File: src/rtl/isih_defines.vh
`ifndef ISIH_DEFINES_VH
`define ISIH_DEFINES_VH

// ----------------------------------------
// register byte addresses
// ----------------------------------------
`define ISIH_OFS_MODE 32'hFFF84000
`define ISIH_OFS_OWN_ADDR 32'hFFF84008
`define ISIH_OFS_STATUS 32'hFFF84020
`define ISIH_OFS_IRQ_SET 32'hFFF84024
`define ISIH_OFS_IRQ_CLR 32'hFFF84028
`define ISIH_OFS_IRQ_MASK 32'hFFF8402C
`define ISIH_OFS_RX_HOLD 32'hFFF84030
`define ISIH_OFS_TX_HOLD 32'hFFF84034

// ----------------------------------------
// status and mask bit positions
// ----------------------------------------
`define ISIH_BIT_TRANSFER_COMPLETE 0
`define ISIH_BIT_RX_READY 1
`define ISIH_BIT_TX_READY 2
`define ISIH_BIT_SLAVE_READ_DIR 3
`define ISIH_BIT_SLAVE_ACCESS 4
`define ISIH_BIT_GENERAL_CALL_SEEN 5
`define ISIH_BIT_OVERRUN_ERROR 6
`define ISIH_BIT_NACK 8
`define ISIH_BIT_ARBLOST 9
`define ISIH_BIT_CLKWAIT 10
`define ISIH_BIT_END_OF_SLAVE_ACCESS 11

// ----------------------------------------
// field positions and widths
// ----------------------------------------
`define ISIH_MODE_MASTER_BIT 0
`define ISIH_MODE_SLAVE_BIT 1
`define ISIH_OWN_ADDR_LSB 16
`define ISIH_OWN_ADDR_MSB 22
`define ISIH_FLAG_W 12

// ----------------------------------------
// reset and constant values
// ----------------------------------------
`define ISIH_IRQ_VALID 12'hF77
`define ISIH_MASK_RESET 12'h000
`define ISIH_STATUS_HIGH_ONES 4'hF
`define ISIH_BYTE_RESET 8'h00
`define ISIH_OWN_ADDR_RESET 7'h00
`define ISIH_GEN_CALL_ADDR 7'h00
`define ISIH_BITS_PER_BYTE 4'h8
`define ISIH_LAST_TX_BIT 4'h7

`endif

File: src/rtl/isih_sync2.v
`timescale 1ns/1ps

// ----------------------------------------
// two-stage synchroniser for one pin
// ----------------------------------------
module isih_sync2 (
  input wire core_clk, // block clock
  input wire rst_n, // synchronous reset, active low
  input wire pinIn, // asynchronous pin level
  input wire resetVal, // constant idle level of the pin
  output reg syncOut // level in the core_clk domain
);

  reg stage1_q;

  always @(posedge core_clk) begin
    if (!rst_n) begin
      stage1_q <= resetVal;
      syncOut <= resetVal;
    end else begin
      stage1_q <= pinIn;
      syncOut <= stage1_q;
    end
  end

endmodule // isih_sync2

File: src/rtl/isih_status_irq.v
// Contract
// - master data nack sets flag and completion
// - slave read: master nack sets flag
// - slave write: acknowledge every received byte
// - master arbitration loss sets flag, completion
// - slave stretches clock, wait flag while stalled
// - end-of-access flag when slave access falls
// - enable register ones set mask bits
// - disable register ones clear mask bits
// - mask view readable, zero after reset
// - fixed bit positions, bit seven unused
// - receive holding byte in low bits
// - transmit holding takes next byte
// - slave access on match until nack/stop
// - slave stops sending after nack
// - master completion after stop sent, data nack or arbitration loss
`timescale 1ns/1ps
`include "isih_defines.vh"

module isih_status_irq (
  input wire core_clk, // block clock, 200 MHz
  input wire rst_n, // synchronous reset, active low
  input wire [31:0] regAddr, // register byte address
  input wire [31:0] regWdata, // register write data
  input wire regWr, // write strobe
  input wire regRd, // read strobe
  output reg [31:0] regRdata, // read data, cycle after strobe
  input wire sclIn, // serial clock pin level
  output wire sclOut, // serial clock drive level
  output wire sclOe, // serial clock drive enable
  input wire sdaIn, // serial data pin level
  output wire sdaOut, // serial data drive level
  output wire sdaOe, // serial data drive enable
  input wire mstStart, // master engine starts a frame
  input wire mstTxTake, // master engine took the transmit byte
  input wire mstRxValid, // master engine received a byte
  input wire [7:0] mstRxByte, // byte from master engine
  input wire mstByteNack, // slave did not ack a data byte
  input wire mstArbLost, // another master won arbitration
  input wire mstDone, // shifters empty and stop sent
  output wire [7:0] txByte, // byte for the master engine
  output wire txPending, // transmit holding register full
  output wire masterEn, // master mode enabled
  output wire slaveEn, // slave mode enabled
  output wire irq // interrupt request, active high
);

  // ----------------------------------------
  // slave states
  // ----------------------------------------
  localparam [6:0] ST_IDLE = 7'h01;
  localparam [6:0] ST_ADDR = 7'h02;
  localparam [6:0] ST_ACKA = 7'h04;
  localparam [6:0] ST_WDATA = 7'h08;
  localparam [6:0] ST_WACK = 7'h10;
  localparam [6:0] ST_RDATA = 7'h20;
  localparam [6:0] ST_RACK = 7'h40;

  reg modeMaster_q;
  reg modeSlave_q;
  reg [6:0] ownAddr_q;
  reg [11:0] mask_q;
  reg [7:0] txHold_q;
  reg [7:0] rxHold_q;
  reg transfer_complete_q;
  reg rx_ready_q;
  reg tx_ready_q;
  reg slave_read_dir_q;
  reg slave_access_q;
  reg general_call_seen_q;
  reg overrun_error_q;
  reg nack_q;
  reg arbLost_q;
  reg end_of_slave_access_q;
  reg stretch_q;
  reg sdaDrv_q;
  reg [6:0] state_q;
  reg [3:0] bitCnt_q;
  reg [7:0] shift_q;
  reg sclPrev_q;
  reg sdaPrev_q;
  wire sclS;
  wire sdaS;

  // ----------------------------------------
  // pin synchronisers and edge detection
  // ----------------------------------------
  isih_sync2 u_scl_sync (
    .core_clk(core_clk),
    .rst_n(rst_n),
    .pinIn(sclIn),
    .resetVal(1'b1),
    .syncOut(sclS)
  );

  isih_sync2 u_sda_sync (
    .core_clk(core_clk),
    .rst_n(rst_n),
    .pinIn(sdaIn),
    .resetVal(1'b1),
    .syncOut(sdaS)
  );

  always @(posedge core_clk) begin
    if (!rst_n) begin
      sclPrev_q <= 1'b1;
      sdaPrev_q <= 1'b1;
    end else begin
      sclPrev_q <= sclS;
      sdaPrev_q <= sdaS;
    end
  end

  wire sclRise = sclS & ~sclPrev_q;
  wire sclFall = ~sclS & sclPrev_q;
  wire startDet = slaveEn & sclS & sclPrev_q & ~sdaS & sdaPrev_q;
  wire stopDet = slaveEn & sclS & sclPrev_q & sdaS & ~sdaPrev_q;

  // ----------------------------------------
  // register decode
  // ----------------------------------------
  wire wrMode = regWr & (regAddr == `ISIH_OFS_MODE);
  wire wrOwn = regWr & (regAddr == `ISIH_OFS_OWN_ADDR);
  wire wrIrqSet = regWr & (regAddr == `ISIH_OFS_IRQ_SET);
  wire wrIrqClr = regWr & (regAddr == `ISIH_OFS_IRQ_CLR);
  wire wrTx = regWr & (regAddr == `ISIH_OFS_TX_HOLD);
  wire rdStatus = regRd & (regAddr == `ISIH_OFS_STATUS);
  wire rdRx = regRd & (regAddr == `ISIH_OFS_RX_HOLD);

  assign masterEn = modeMaster_q;
  assign slaveEn = modeSlave_q & ~modeMaster_q;

  wire newMaster = regWdata[`ISIH_MODE_MASTER_BIT];
  wire newSlave = regWdata[`ISIH_MODE_SLAVE_BIT];
  wire masterEnRise = wrMode & newMaster & ~modeMaster_q;
  wire slaveEnRise = wrMode & newSlave & ~newMaster & ~slaveEn;

  // ----------------------------------------
  // slave engine events
  // ----------------------------------------
  wire stIdle = (state_q == ST_IDLE);
  wire stAddr = (state_q == ST_ADDR);
  wire stAcka = (state_q == ST_ACKA);
  wire stWdata = (state_q == ST_WDATA);
  wire stWack = (state_q == ST_WACK);
  wire stRdata = (state_q == ST_RDATA);
  wire stRack = (state_q == ST_RACK);

  wire adrHit = (shift_q[7:1] == ownAddr_q);
  wire gcHit = (shift_q[7:1] == `ISIH_GEN_CALL_ADDR) & ~shift_q[0];
  wire addrEnd = stAddr & sclFall & (bitCnt_q == `ISIH_BITS_PER_BYTE);
  wire ackAddr = addrEnd & (adrHit | gcHit);
  wire rxLoad = stWdata & ~stretch_q & sclFall & (bitCnt_q == `ISIH_BITS_PER_BYTE);
  wire ackSample = stRack & sclRise;
  wire slvNack = ackSample & sdaS;
  // byte goes out only with holding register full and no nack pending
  wire thrLoad = stRdata & stretch_q & ~tx_ready_q & ~nack_q;
  wire svAccEnd = slave_access_q & (stopDet | slvNack);

  // ----------------------------------------
  // slave byte state machine
  // ----------------------------------------
  always @(posedge core_clk) begin
    if (!rst_n) begin
      state_q <= ST_IDLE;
      bitCnt_q <= 4'h0;
      shift_q <= `ISIH_BYTE_RESET;
      sdaDrv_q <= 1'b0;
      stretch_q <= 1'b0;
    end else if (!slaveEn || stopDet) begin
      state_q <= ST_IDLE;
      sdaDrv_q <= 1'b0;
      stretch_q <= 1'b0;
    end else if (startDet) begin
      state_q <= ST_ADDR;
      bitCnt_q <= 4'h0;
      sdaDrv_q <= 1'b0;
      stretch_q <= 1'b0;
    end else begin
      case (state_q)
        ST_IDLE: begin
          sdaDrv_q <= 1'b0;
        end
        ST_ADDR: begin
          if (sclRise) begin
            shift_q <= {shift_q[6:0], sdaS};
            bitCnt_q <= bitCnt_q + 4'h1;
          end else if (addrEnd) begin
            if (adrHit | gcHit) begin
              state_q <= ST_ACKA;
              sdaDrv_q <= 1'b1;
            end else begin
              state_q <= ST_IDLE;
            end
          end
        end
        ST_ACKA: begin
          if (sclFall) begin
            sdaDrv_q <= 1'b0;
            bitCnt_q <= 4'h0;
            stretch_q <= 1'b1;
            if (slave_read_dir_q) begin
              state_q <= ST_RDATA;
            end else begin
              state_q <= ST_WDATA;
            end
          end
        end
        ST_WDATA: begin
          if (stretch_q) begin
            if (!rx_ready_q) begin
              stretch_q <= 1'b0;
            end
          end else if (sclRise) begin
            shift_q <= {shift_q[6:0], sdaS};
            bitCnt_q <= bitCnt_q + 4'h1;
          end else if (rxLoad) begin
            state_q <= ST_WACK;
            sdaDrv_q <= 1'b1;
          end
        end
        ST_WACK: begin
          if (sclFall) begin
            state_q <= ST_WDATA;
            sdaDrv_q <= 1'b0;
            bitCnt_q <= 4'h0;
            stretch_q <= 1'b1;
          end
        end
        ST_RDATA: begin
          if (stretch_q) begin
            if (nack_q) begin
              state_q <= ST_IDLE;
              stretch_q <= 1'b0;
            end else if (thrLoad) begin
              shift_q <= txHold_q;
              sdaDrv_q <= ~txHold_q[7];
              bitCnt_q <= 4'h0;
              stretch_q <= 1'b0;
            end
          end else if (sclFall) begin
            if (bitCnt_q == `ISIH_LAST_TX_BIT) begin
              state_q <= ST_RACK;
              sdaDrv_q <= 1'b0;
            end else begin
              shift_q <= {shift_q[6:0], 1'b0};
              sdaDrv_q <= ~shift_q[6];
              bitCnt_q <= bitCnt_q + 4'h1;
            end
          end
        end
        ST_RACK: begin
          if (slvNack) begin
            state_q <= ST_IDLE;
          end else if (sclFall) begin
            state_q <= ST_RDATA;
            stretch_q <= 1'b1;
          end
        end
        default: begin
          state_q <= ST_IDLE;
          sdaDrv_q <= 1'b0;
          stretch_q <= 1'b0;
        end
      endcase
    end
  end

  // open-drain: only ever pull low
  assign sdaOut = 1'b0;
  assign sdaOe = sdaDrv_q;
  assign sclOut = 1'b0;
  assign sclOe = stretch_q;

  // ----------------------------------------
  // control registers
  // ----------------------------------------
  always @(posedge core_clk) begin
    if (!rst_n) begin
      modeMaster_q <= 1'b0;
      modeSlave_q <= 1'b0;
      ownAddr_q <= `ISIH_OWN_ADDR_RESET;
      mask_q <= `ISIH_MASK_RESET;
      txHold_q <= `ISIH_BYTE_RESET;
    end else begin
      if (wrMode) begin
        modeMaster_q <= newMaster;
        modeSlave_q <= newSlave;
      end
      // own address only changes while slave mode is off
      if (wrOwn && !slaveEn) begin
        ownAddr_q <= regWdata[`ISIH_OWN_ADDR_MSB:`ISIH_OWN_ADDR_LSB];
      end
      if (wrIrqSet) begin
        mask_q <= mask_q | (regWdata[11:0] & `ISIH_IRQ_VALID);
      end else if (wrIrqClr) begin
        mask_q <= mask_q & ~(regWdata[11:0] & `ISIH_IRQ_VALID);
      end
      if (wrTx) begin
        txHold_q <= regWdata[7:0];
      end
    end
  end

  assign txByte = txHold_q;
  assign txPending = ~tx_ready_q;

  // ----------------------------------------
  // status flags, set wins over clear
  // ----------------------------------------
  wire mNack = masterEn & mstByteNack;
  wire mArb = masterEn & mstArbLost;
  wire mRx = masterEn & mstRxValid;
  wire rxSet = mRx | rxLoad;
  wire compSet = (masterEn & mstDone) | mNack | mArb | stopDet;
  wire compClr = (masterEn & mstStart) | startDet;
  wire txRdySet = (masterEn & mstTxTake) | mNack | masterEnRise | slaveEnRise | ackSample;

  always @(posedge core_clk) begin
    if (!rst_n) begin
      transfer_complete_q <= 1'b1;
      rx_ready_q <= 1'b0;
      tx_ready_q <= 1'b0;
      slave_read_dir_q <= 1'b1;
      slave_access_q <= 1'b0;
      general_call_seen_q <= 1'b0;
      overrun_error_q <= 1'b0;
      nack_q <= 1'b0;
      arbLost_q <= 1'b0;
      end_of_slave_access_q <= 1'b0;
      rxHold_q <= `ISIH_BYTE_RESET;
    end else begin
      if (compSet) begin
        transfer_complete_q <= 1'b1;
      end else if (compClr) begin
        transfer_complete_q <= 1'b0;
      end
      if (rxSet) begin
        rx_ready_q <= 1'b1;
        rxHold_q <= mRx ? mstRxByte : shift_q;
      end else if (rdRx) begin
        rx_ready_q <= 1'b0;
      end
      if (txRdySet) begin
        tx_ready_q <= 1'b1;
      end else if (wrTx) begin
        tx_ready_q <= 1'b0;
      end
      if (ackAddr) begin
        slave_read_dir_q <= shift_q[0];
      end
      if (ackAddr) begin
        slave_access_q <= 1'b1;
      end else if (svAccEnd) begin
        slave_access_q <= 1'b0;
      end
      if (ackAddr && gcHit) begin
        general_call_seen_q <= 1'b1;
      end else if (rdStatus) begin
        general_call_seen_q <= 1'b0;
      end
      if (mRx && rx_ready_q) begin
        overrun_error_q <= 1'b1;
      end else if (rdStatus) begin
        overrun_error_q <= 1'b0;
      end
      if (mNack || slvNack) begin
        nack_q <= 1'b1;
      end else if (rdStatus) begin
        nack_q <= 1'b0;
      end
      if (mArb) begin
        arbLost_q <= 1'b1;
      end else if (rdStatus) begin
        arbLost_q <= 1'b0;
      end
      if (svAccEnd && !ackAddr) begin
        end_of_slave_access_q <= 1'b1;
      end else if (rdStatus) begin
        end_of_slave_access_q <= 1'b0;
      end
    end
  end

  // ----------------------------------------
  // status vector, interrupt, read port
  // ----------------------------------------
  wire [11:0] flagVec = {end_of_slave_access_q, stretch_q, arbLost_q, nack_q, 1'b0, overrun_error_q, general_call_seen_q,
                         slave_access_q, slave_read_dir_q, tx_ready_q, rx_ready_q, transfer_complete_q};
  wire [31:0] statusWord = {16'h0000, `ISIH_STATUS_HIGH_ONES, flagVec};

  assign irq = |(flagVec & mask_q & `ISIH_IRQ_VALID);

  always @(posedge core_clk) begin
    if (!rst_n) begin
      regRdata <= 32'h00000000;
    end else if (regRd) begin
      case (regAddr)
        `ISIH_OFS_MODE: regRdata <= {30'h00000000, modeSlave_q, modeMaster_q};
        `ISIH_OFS_OWN_ADDR: regRdata <= {9'h000, ownAddr_q, 16'h0000};
        `ISIH_OFS_STATUS: regRdata <= statusWord;
        `ISIH_OFS_IRQ_MASK: regRdata <= {20'h00000, mask_q};
        `ISIH_OFS_RX_HOLD: regRdata <= {24'h000000, rxHold_q};
        `ISIH_OFS_TX_HOLD: regRdata <= {24'h000000, txHold_q};
        default: regRdata <= 32'h00000000;
      endcase
    end else begin
      regRdata <= 32'h00000000;
    end
  end

endmodule // isih_status_irq

File: config.mk
export PLATFORM = sky130hd
export DESIGN_NAME = isih_status_irq
export DESIGN_NICKNAME = d
export VERILOG_FILES = /design/src/rtl/isih_sync2.v /design/src/rtl/isih_status_irq.v
export VERILOG_INCLUDE_DIRS = /design/src /design/src/rtl
export SDC_FILE = /design/constraint.sdc
export NUM_CORES = 1
export LEC_CHECK = 0
export BUFFER_PORTS_ARGS = -buffer_cell sky130_fd_sc_hd__buf_2
export CORE_MARGIN = 2
export CORE_UTILIZATION = 52
export DETAILED_ROUTE_END_ITERATION = 16
export PLACE_DENSITY_LB_ADDON = 0.12
export SLEW_MARGIN = 10
export SYNTH_ARGS = -nofsm -noshare
export SYNTH_HDL_FRONTEND = slang
export SYNTH_SLANG_ARGS = --single-unit
export TNS_END_PERCENT = 10
File: constraint.sdc
create_clock -name core_clk -period 2.47 [get_ports core_clk]
set_input_delay 0.1235 -clock core_clk [delete_from_list [all_inputs] [get_ports core_clk]]
set_output_delay 0.1235 -clock core_clk [all_outputs]
set_load 0.005 [all_outputs]
; ---- Word level (Yosys, flattened, before mapping)
; Index checks and enable logic that the tools add are counted.
[op_classes]
n_addsub = 1
mux = 72
n_bitwise = 74
n_eq_ne = 51
n_reduce_logical = 33
[op_table]
columns = operator, count
row1 = $eq A32 B32 Y1 const B, 8
row2 = $pmux W23 S6, 1
row3 = $mux W7, 13
row4 = $mux W8, 8
row5 = $pmux W7 S7, 1
row6 = $and A1 B1 Y1, 40
row7 = $mux W4, 9
row8 = $mux W1, 31
row9 = $ne A3 B3 Y1 const B, 9
row10 = $and A12 B12 Y12, 2
row11 = $mux W12, 2
row12 = $pmux W8 S3, 1
row13 = $reduce_and A12 Y1, 2
row14 = $not A1 Y1, 19
row15 = $reduce_bool A2 Y1, 9
row16 = $ne A4 B4 Y1 const B, 4
row17 = $pmux W4 S4, 1
row18 = $reduce_and A8 Y1, 2
row19 = $ne A3 B2 Y1 const B, 5
row20 = $ne A2 B2 Y1 const B, 7
row21 = $ne A4 B3 Y1 const B, 3
row22 = $not A12 Y12, 1
row23 = $or A12 B12 Y12, 1
row24 = $or A1 B1 Y1, 11
row25 = other kinds (28), 41
[word_totals]
word_cells = 260
reg_bits = 106
out_inout_bits = 48
in_bits = 84

; ---- Longest topological paths before layout
[logic_depth]
word_depth = 10
mapped_depth = 9
depth_no_buf = 8

; ---- Hierarchy
; A second synthesis with hierarchy kept.
[hier_totals]
cells_unflattened = 513
hier_area_um2 = 4649.5
[modules_own_cells]
columns = mod, cells_per_inst, area_per_inst_um2, n_inst, seq_area_each_um2
row1 = isih_status_irq, 505, 4524.3, 1, 1761.7
row2 = isih_sync2, 4, 62.6, 2, 40.0

; ---- Worst setup path before layout
; Ideal clock, no wire load.
[synth_timing]
path_kind = register to register
from = register modeMaster_q (netlist: masterEn)
to = register bitCnt_q[2]
setup_time_ns = 0.115
setup_slack_ns = 0.589
n_path_buf = 2
t_required_ns = 2.355
synth_period_minus_slack_ns = 1.881
arrival_time_ns = 1.766
stages_incl_launch_ff = 10
cell_sequence = dfxtp_1 buf_2 nand2b_4 inv_1 nand4_1 o2111a_1 and4b_1 buf_2 and4b_1 o21a_1
[synth_via]
elab_chain_len = 9
word_cells_on_any_way = 20
cone_classes = eq/ne (6) / mux (1) / bitwise (9) / reduce/logical (4)
[synth_rtl]
columns = element, line_no
row1 = "start, declared", isih_status_irq.v:59  ; reg modeMaster_q;
row2 = "start signal, assigned", isih_status_irq.v:287  ; modeMaster_q <= newMaster;
row3 = $not A1 Y1 (*), isih_status_irq.v:131  ; assign slaveEn = modeSlave_q & ~modeMaster_q;
row4 = $and A1 B1 Y1 (*), isih_status_irq.v:131
row5 = net slaveEn, isih_status_irq.v:44  ; output wire slaveEn,
row6 = branches (longest 7 deep; another with $reduce_and A8 Y1), n/a
row7 = "end signal, assigned", isih_status_irq.v:187  ; bitCnt_q <= bitCnt_q + 4'h1;
row8 = "end signal, assigned", isih_status_irq.v:216  ; bitCnt_q <= bitCnt_q + 4'h1;
row9 = "end signal, assigned", isih_status_irq.v:248  ; bitCnt_q <= bitCnt_q + 4'h1;
row10 = "end, declared", isih_status_irq.v:78  ; reg [3:0] bitCnt_q;
; Mark *: on every way through the listed nets, which the timed path passes.
; A chain may end at the register's enable or synchronous reset.

; ---- Worst setup path in the final report
[layout_timing]
from = register state_q[3]
to = register bitCnt_q[3]
[layout_via]
elab_chain_len = 6
word_cells_on_any_way = 19
cone_classes = eq/ne (11) / mux (2) / bitwise (3) / reduce/logical (3)
[layout_rtl]
columns = element, line_no
row1 = "start, declared", isih_status_irq.v:77  ; reg [6:0] state_q;
row2 = "start signal, assigned", isih_status_irq.v:165  ; state_q <= ST_IDLE;
row3 = "start signal, assigned", isih_status_irq.v:171  ; state_q <= ST_IDLE;
row4 = "start signal, assigned", isih_status_irq.v:175  ; state_q <= ST_ADDR;
row5 = $eq A7 B6 Y1, "isih_status_irq.v:146, isih_status_irq.v:180"
row6 = $and A1 B1 Y1 (3 in series), isih_status_irq.v:157  ; wire thrLoad = stRdata & stretch_q & ~tx_ready_q & ~nack_q;
row7 = $ne A4 B3 Y1 (no source line), n/a
row8 = $reduce_and A8 Y1 (no source line), n/a
; Several ways; a longest one is shown, not always the timed one.

==> summary.md <==
| Metric | Value |
|---|---|
| CTS Buf Count | 9 |
| Unique masters post-synth | 62 |
| YS warnings | 0 |
| Clk pin slew, worst setup/hold paths | 100 ps |
| Max transition margin | 52.3% |
| Slowest stage cell, crit path | dfxtp_1 |
| Initial antenna violation count | 0 |
| First-pass GRT wire length | 20800 um |
| Max Used Layer | met4 |
| Wl on met1 | 5560 um |
| Critical Path RT | 2720 ps |
| Largest net degree at the start of global routing | 22 |
| Die Height | 98.5 um |
| Max stage delay on crit path | 420 ps |
| CP Launch Type | register |
| Number of synthesized flops with an enable pin | 0 |
| CTS tree | built |
| Pre-CTS setup slack | 364 ps |
| Leading register cell type out of synthesis | dfxtp_1 |
| # clock sinks | 92 |
| Share of cells above drive strength 1 | 25.7% |
| PortBufs | 107 |
| Max Cap Violations | 0 |
| HPWL after DPL | 9560 um |
| GRT Util Overall | 26.4% |
| Clk_skew | 8.88 ps |
| Outcome | finished, final reports clean |
| Postcts setup bufs | 0 |
| Met3 WL | 828 um |
| Slew Viols, Final | 0 |
| Row count | 34 |
| Inst Count DP | 720 |
| Setup TNS | 0 ps |
| Vias/cell | 5.87 |
| Setup CP Type | register to register |
| Via count | 4395 |
| Fin cells | 749 |
| DR WL/cell | 17.1 um |
| # diodes | 0 |
| Fin util | 64.1% |
| Clk_lat worst skew | 360 ps |
| Cell taking the most area after synthesis | dfxtp_1 |
| Final Hold Vio Count | 0 |
| F_max | 467 MHz |
| Nets | 722 |
| Leakage | 2.52 nW |
| Initial Util | 53.5% |
| Ys async rst share | 0% |
| Worst hold slack | 11.5 ps |
| Post-synth top area share | 39.7% |
| Vias in the first global route | 4174 |
| Final min period | 2140 ps |
| Buf/Inv on CP | 0 |
| Synth top area cells | dfxtp_1, mux2i_1, nor2_1 |
| First-pass DRT Iterations | 5 |
| Power, Total | 2.63 mW |
| Most frequent cell after synthesis | dfxtp_1 |
| Post-CTS Resized | 0 |
| Worst-margin pin slew | 714 ps |
| Crit end category | register |
| Cell Chain, Critical Path | nor4b_2, nand2_1, o2111a_1, and4b_1, a21boi_0, o21a_1 |
| Final instance area | 0.00556 mm2 |
| RSZ-0062 raised after global routing | no |
| Dpl cell area | 0.00524 mm2 |
| Register area share after synthesis | 39.7% |
| Final setup viols | 0 |
| Die area | 0.00970 mm2 |
| Post-route antenna net violation count | 0 |
| WL met2 | 6270 um |
| Cells after Synth | 520 |
| Area of the mapped netlist | 0.00464 mm2 |
| Remaining Overflow, GRT | 0 |
| Routed wire length | 12800 um |
| DRC Markers | 0 |
| I/O pins | 132 |
| R2r setup slk | 330 ps |
| Die Width | 98.5 um |
| Avg Cell Area, Syn | 8.92 um2 |
| Root Driver | clkbuf_8 |
| Synthesized flop and latch total | 92 |
| H-tree levels | 3 |
| WP data arrival | 2400 ps |
| Fill count | 785 |
| 1st-iter DRT viols | 233 |
| Core Area | 0.00868 mm2 |
| Worst-path fanout max | 10 |
| Hold Path Class | input port to register |
| Pwr dens | 474 mW/mm2 |
| Max IR drop VDD | 0.379 mV |
| Deepest clock path buffer count | 2 |
| Worst Slack Setup Final | 326 ps |
| Top cell family by delay on the critical path | simple AND/OR/NAND/NOR gates |
| GP Congestion | 0.869 |
| Synth-to-Final Area Change | 19.8% |
| Commonest cells post-synth | dfxtp_1, nor2_1, nand2_1 |
| Post-route clock period utilization | 86.8% |
## path summary, 6_finish.rpt
kind / endpoint / start / depth (start not counted)
min reg2reg: u_sda_sync.syncOut / u_sda_sync.stage1_q / 1
min: ownAddr_q[3] / regWdata[19] / 3
max: bitCnt_q[3] / state_q[3] / 6
max reg2reg: bitCnt_q[3] / state_q[3] / 6
## cell usage in the layout (no fill, tap or decap), drive strengths merged, types with 11 or more instances in the layout
cell type      n
a21oi         12
a22oi         13
and2          11
buf          120
clkbuf        11
conb          11
dfxtp         92
dlygate4sd3   13
inv           11
mux2          14
mux2i         36
nand2         40
nand2b        13
nand3         21
nand4         13
nor2          70
nor3          11
o21ai         11
## per-layer routing
layer | GRT usage [%] | up-vias
li1 | - | 2110
met3 | 5.32 | 14
met1 | 35.4 | 2103
met4 | 5.58 | 0
met5 | 0 | -
met2 | 44.5 | 168
## layout make-up
| cell class | count | area, um2 | area share (%) |
|---|---|---|---|
| Multi-Input combinational cell | 392 | 2600 | 46.7 |
| Clock buffer | 11 | 151 | 2.72 |
| Sequential cell | 92 | 1840 | 33.1 |
| Inverter | 8 | 30.0 | 0.540 |
| Timing Repair Buffer | 133 | 763 | 13.7 |
| Tap cell | 108 | 135 | 2.43 |
| Clock inverter | 5 | 42.5 | 0.765 |
## power by group
part / switching, mW / internal, mW
Sequential: 0.00367 / 1.49
Clock: 0.559 / 0.436
Combinational: 0.0785 / 0.0714
Total: 0.641 / 1.99
## logic make-up (layout without fill, tap and decap cells)
family | Yosys count | in the layout | share of synthesized area (%)
AO/OA/AOI/OAI | 94 | 94 | 15.0
XOR/XNOR | 9 | 9 | 1.70
adder cells (fa/ha/maj) | 2 | 2 | 0.539
buffers and inverters | 46 | 157 | 5.18
flip-flops | 92 | 92 | 39.7
multiplexers | 50 | 50 | 11.2
other | 1 | 11 | 0.0808
AND/OR/NAND/NOR | 226 | 226 | 26.7
## worst reg2reg max path: cells and delay by family (launching register included)
family,cells,cell delay [ps]
simple gates,3,1070
compound gates,3,560
flops,1,420
## repair_timing
action,4_1_cts,5_1_grt
endpoints found under the hold margin,13,0
setup endpoints to repair,0,0
hold buffers,13,0
Note: power is estimated with default switching activity, not from simulation.
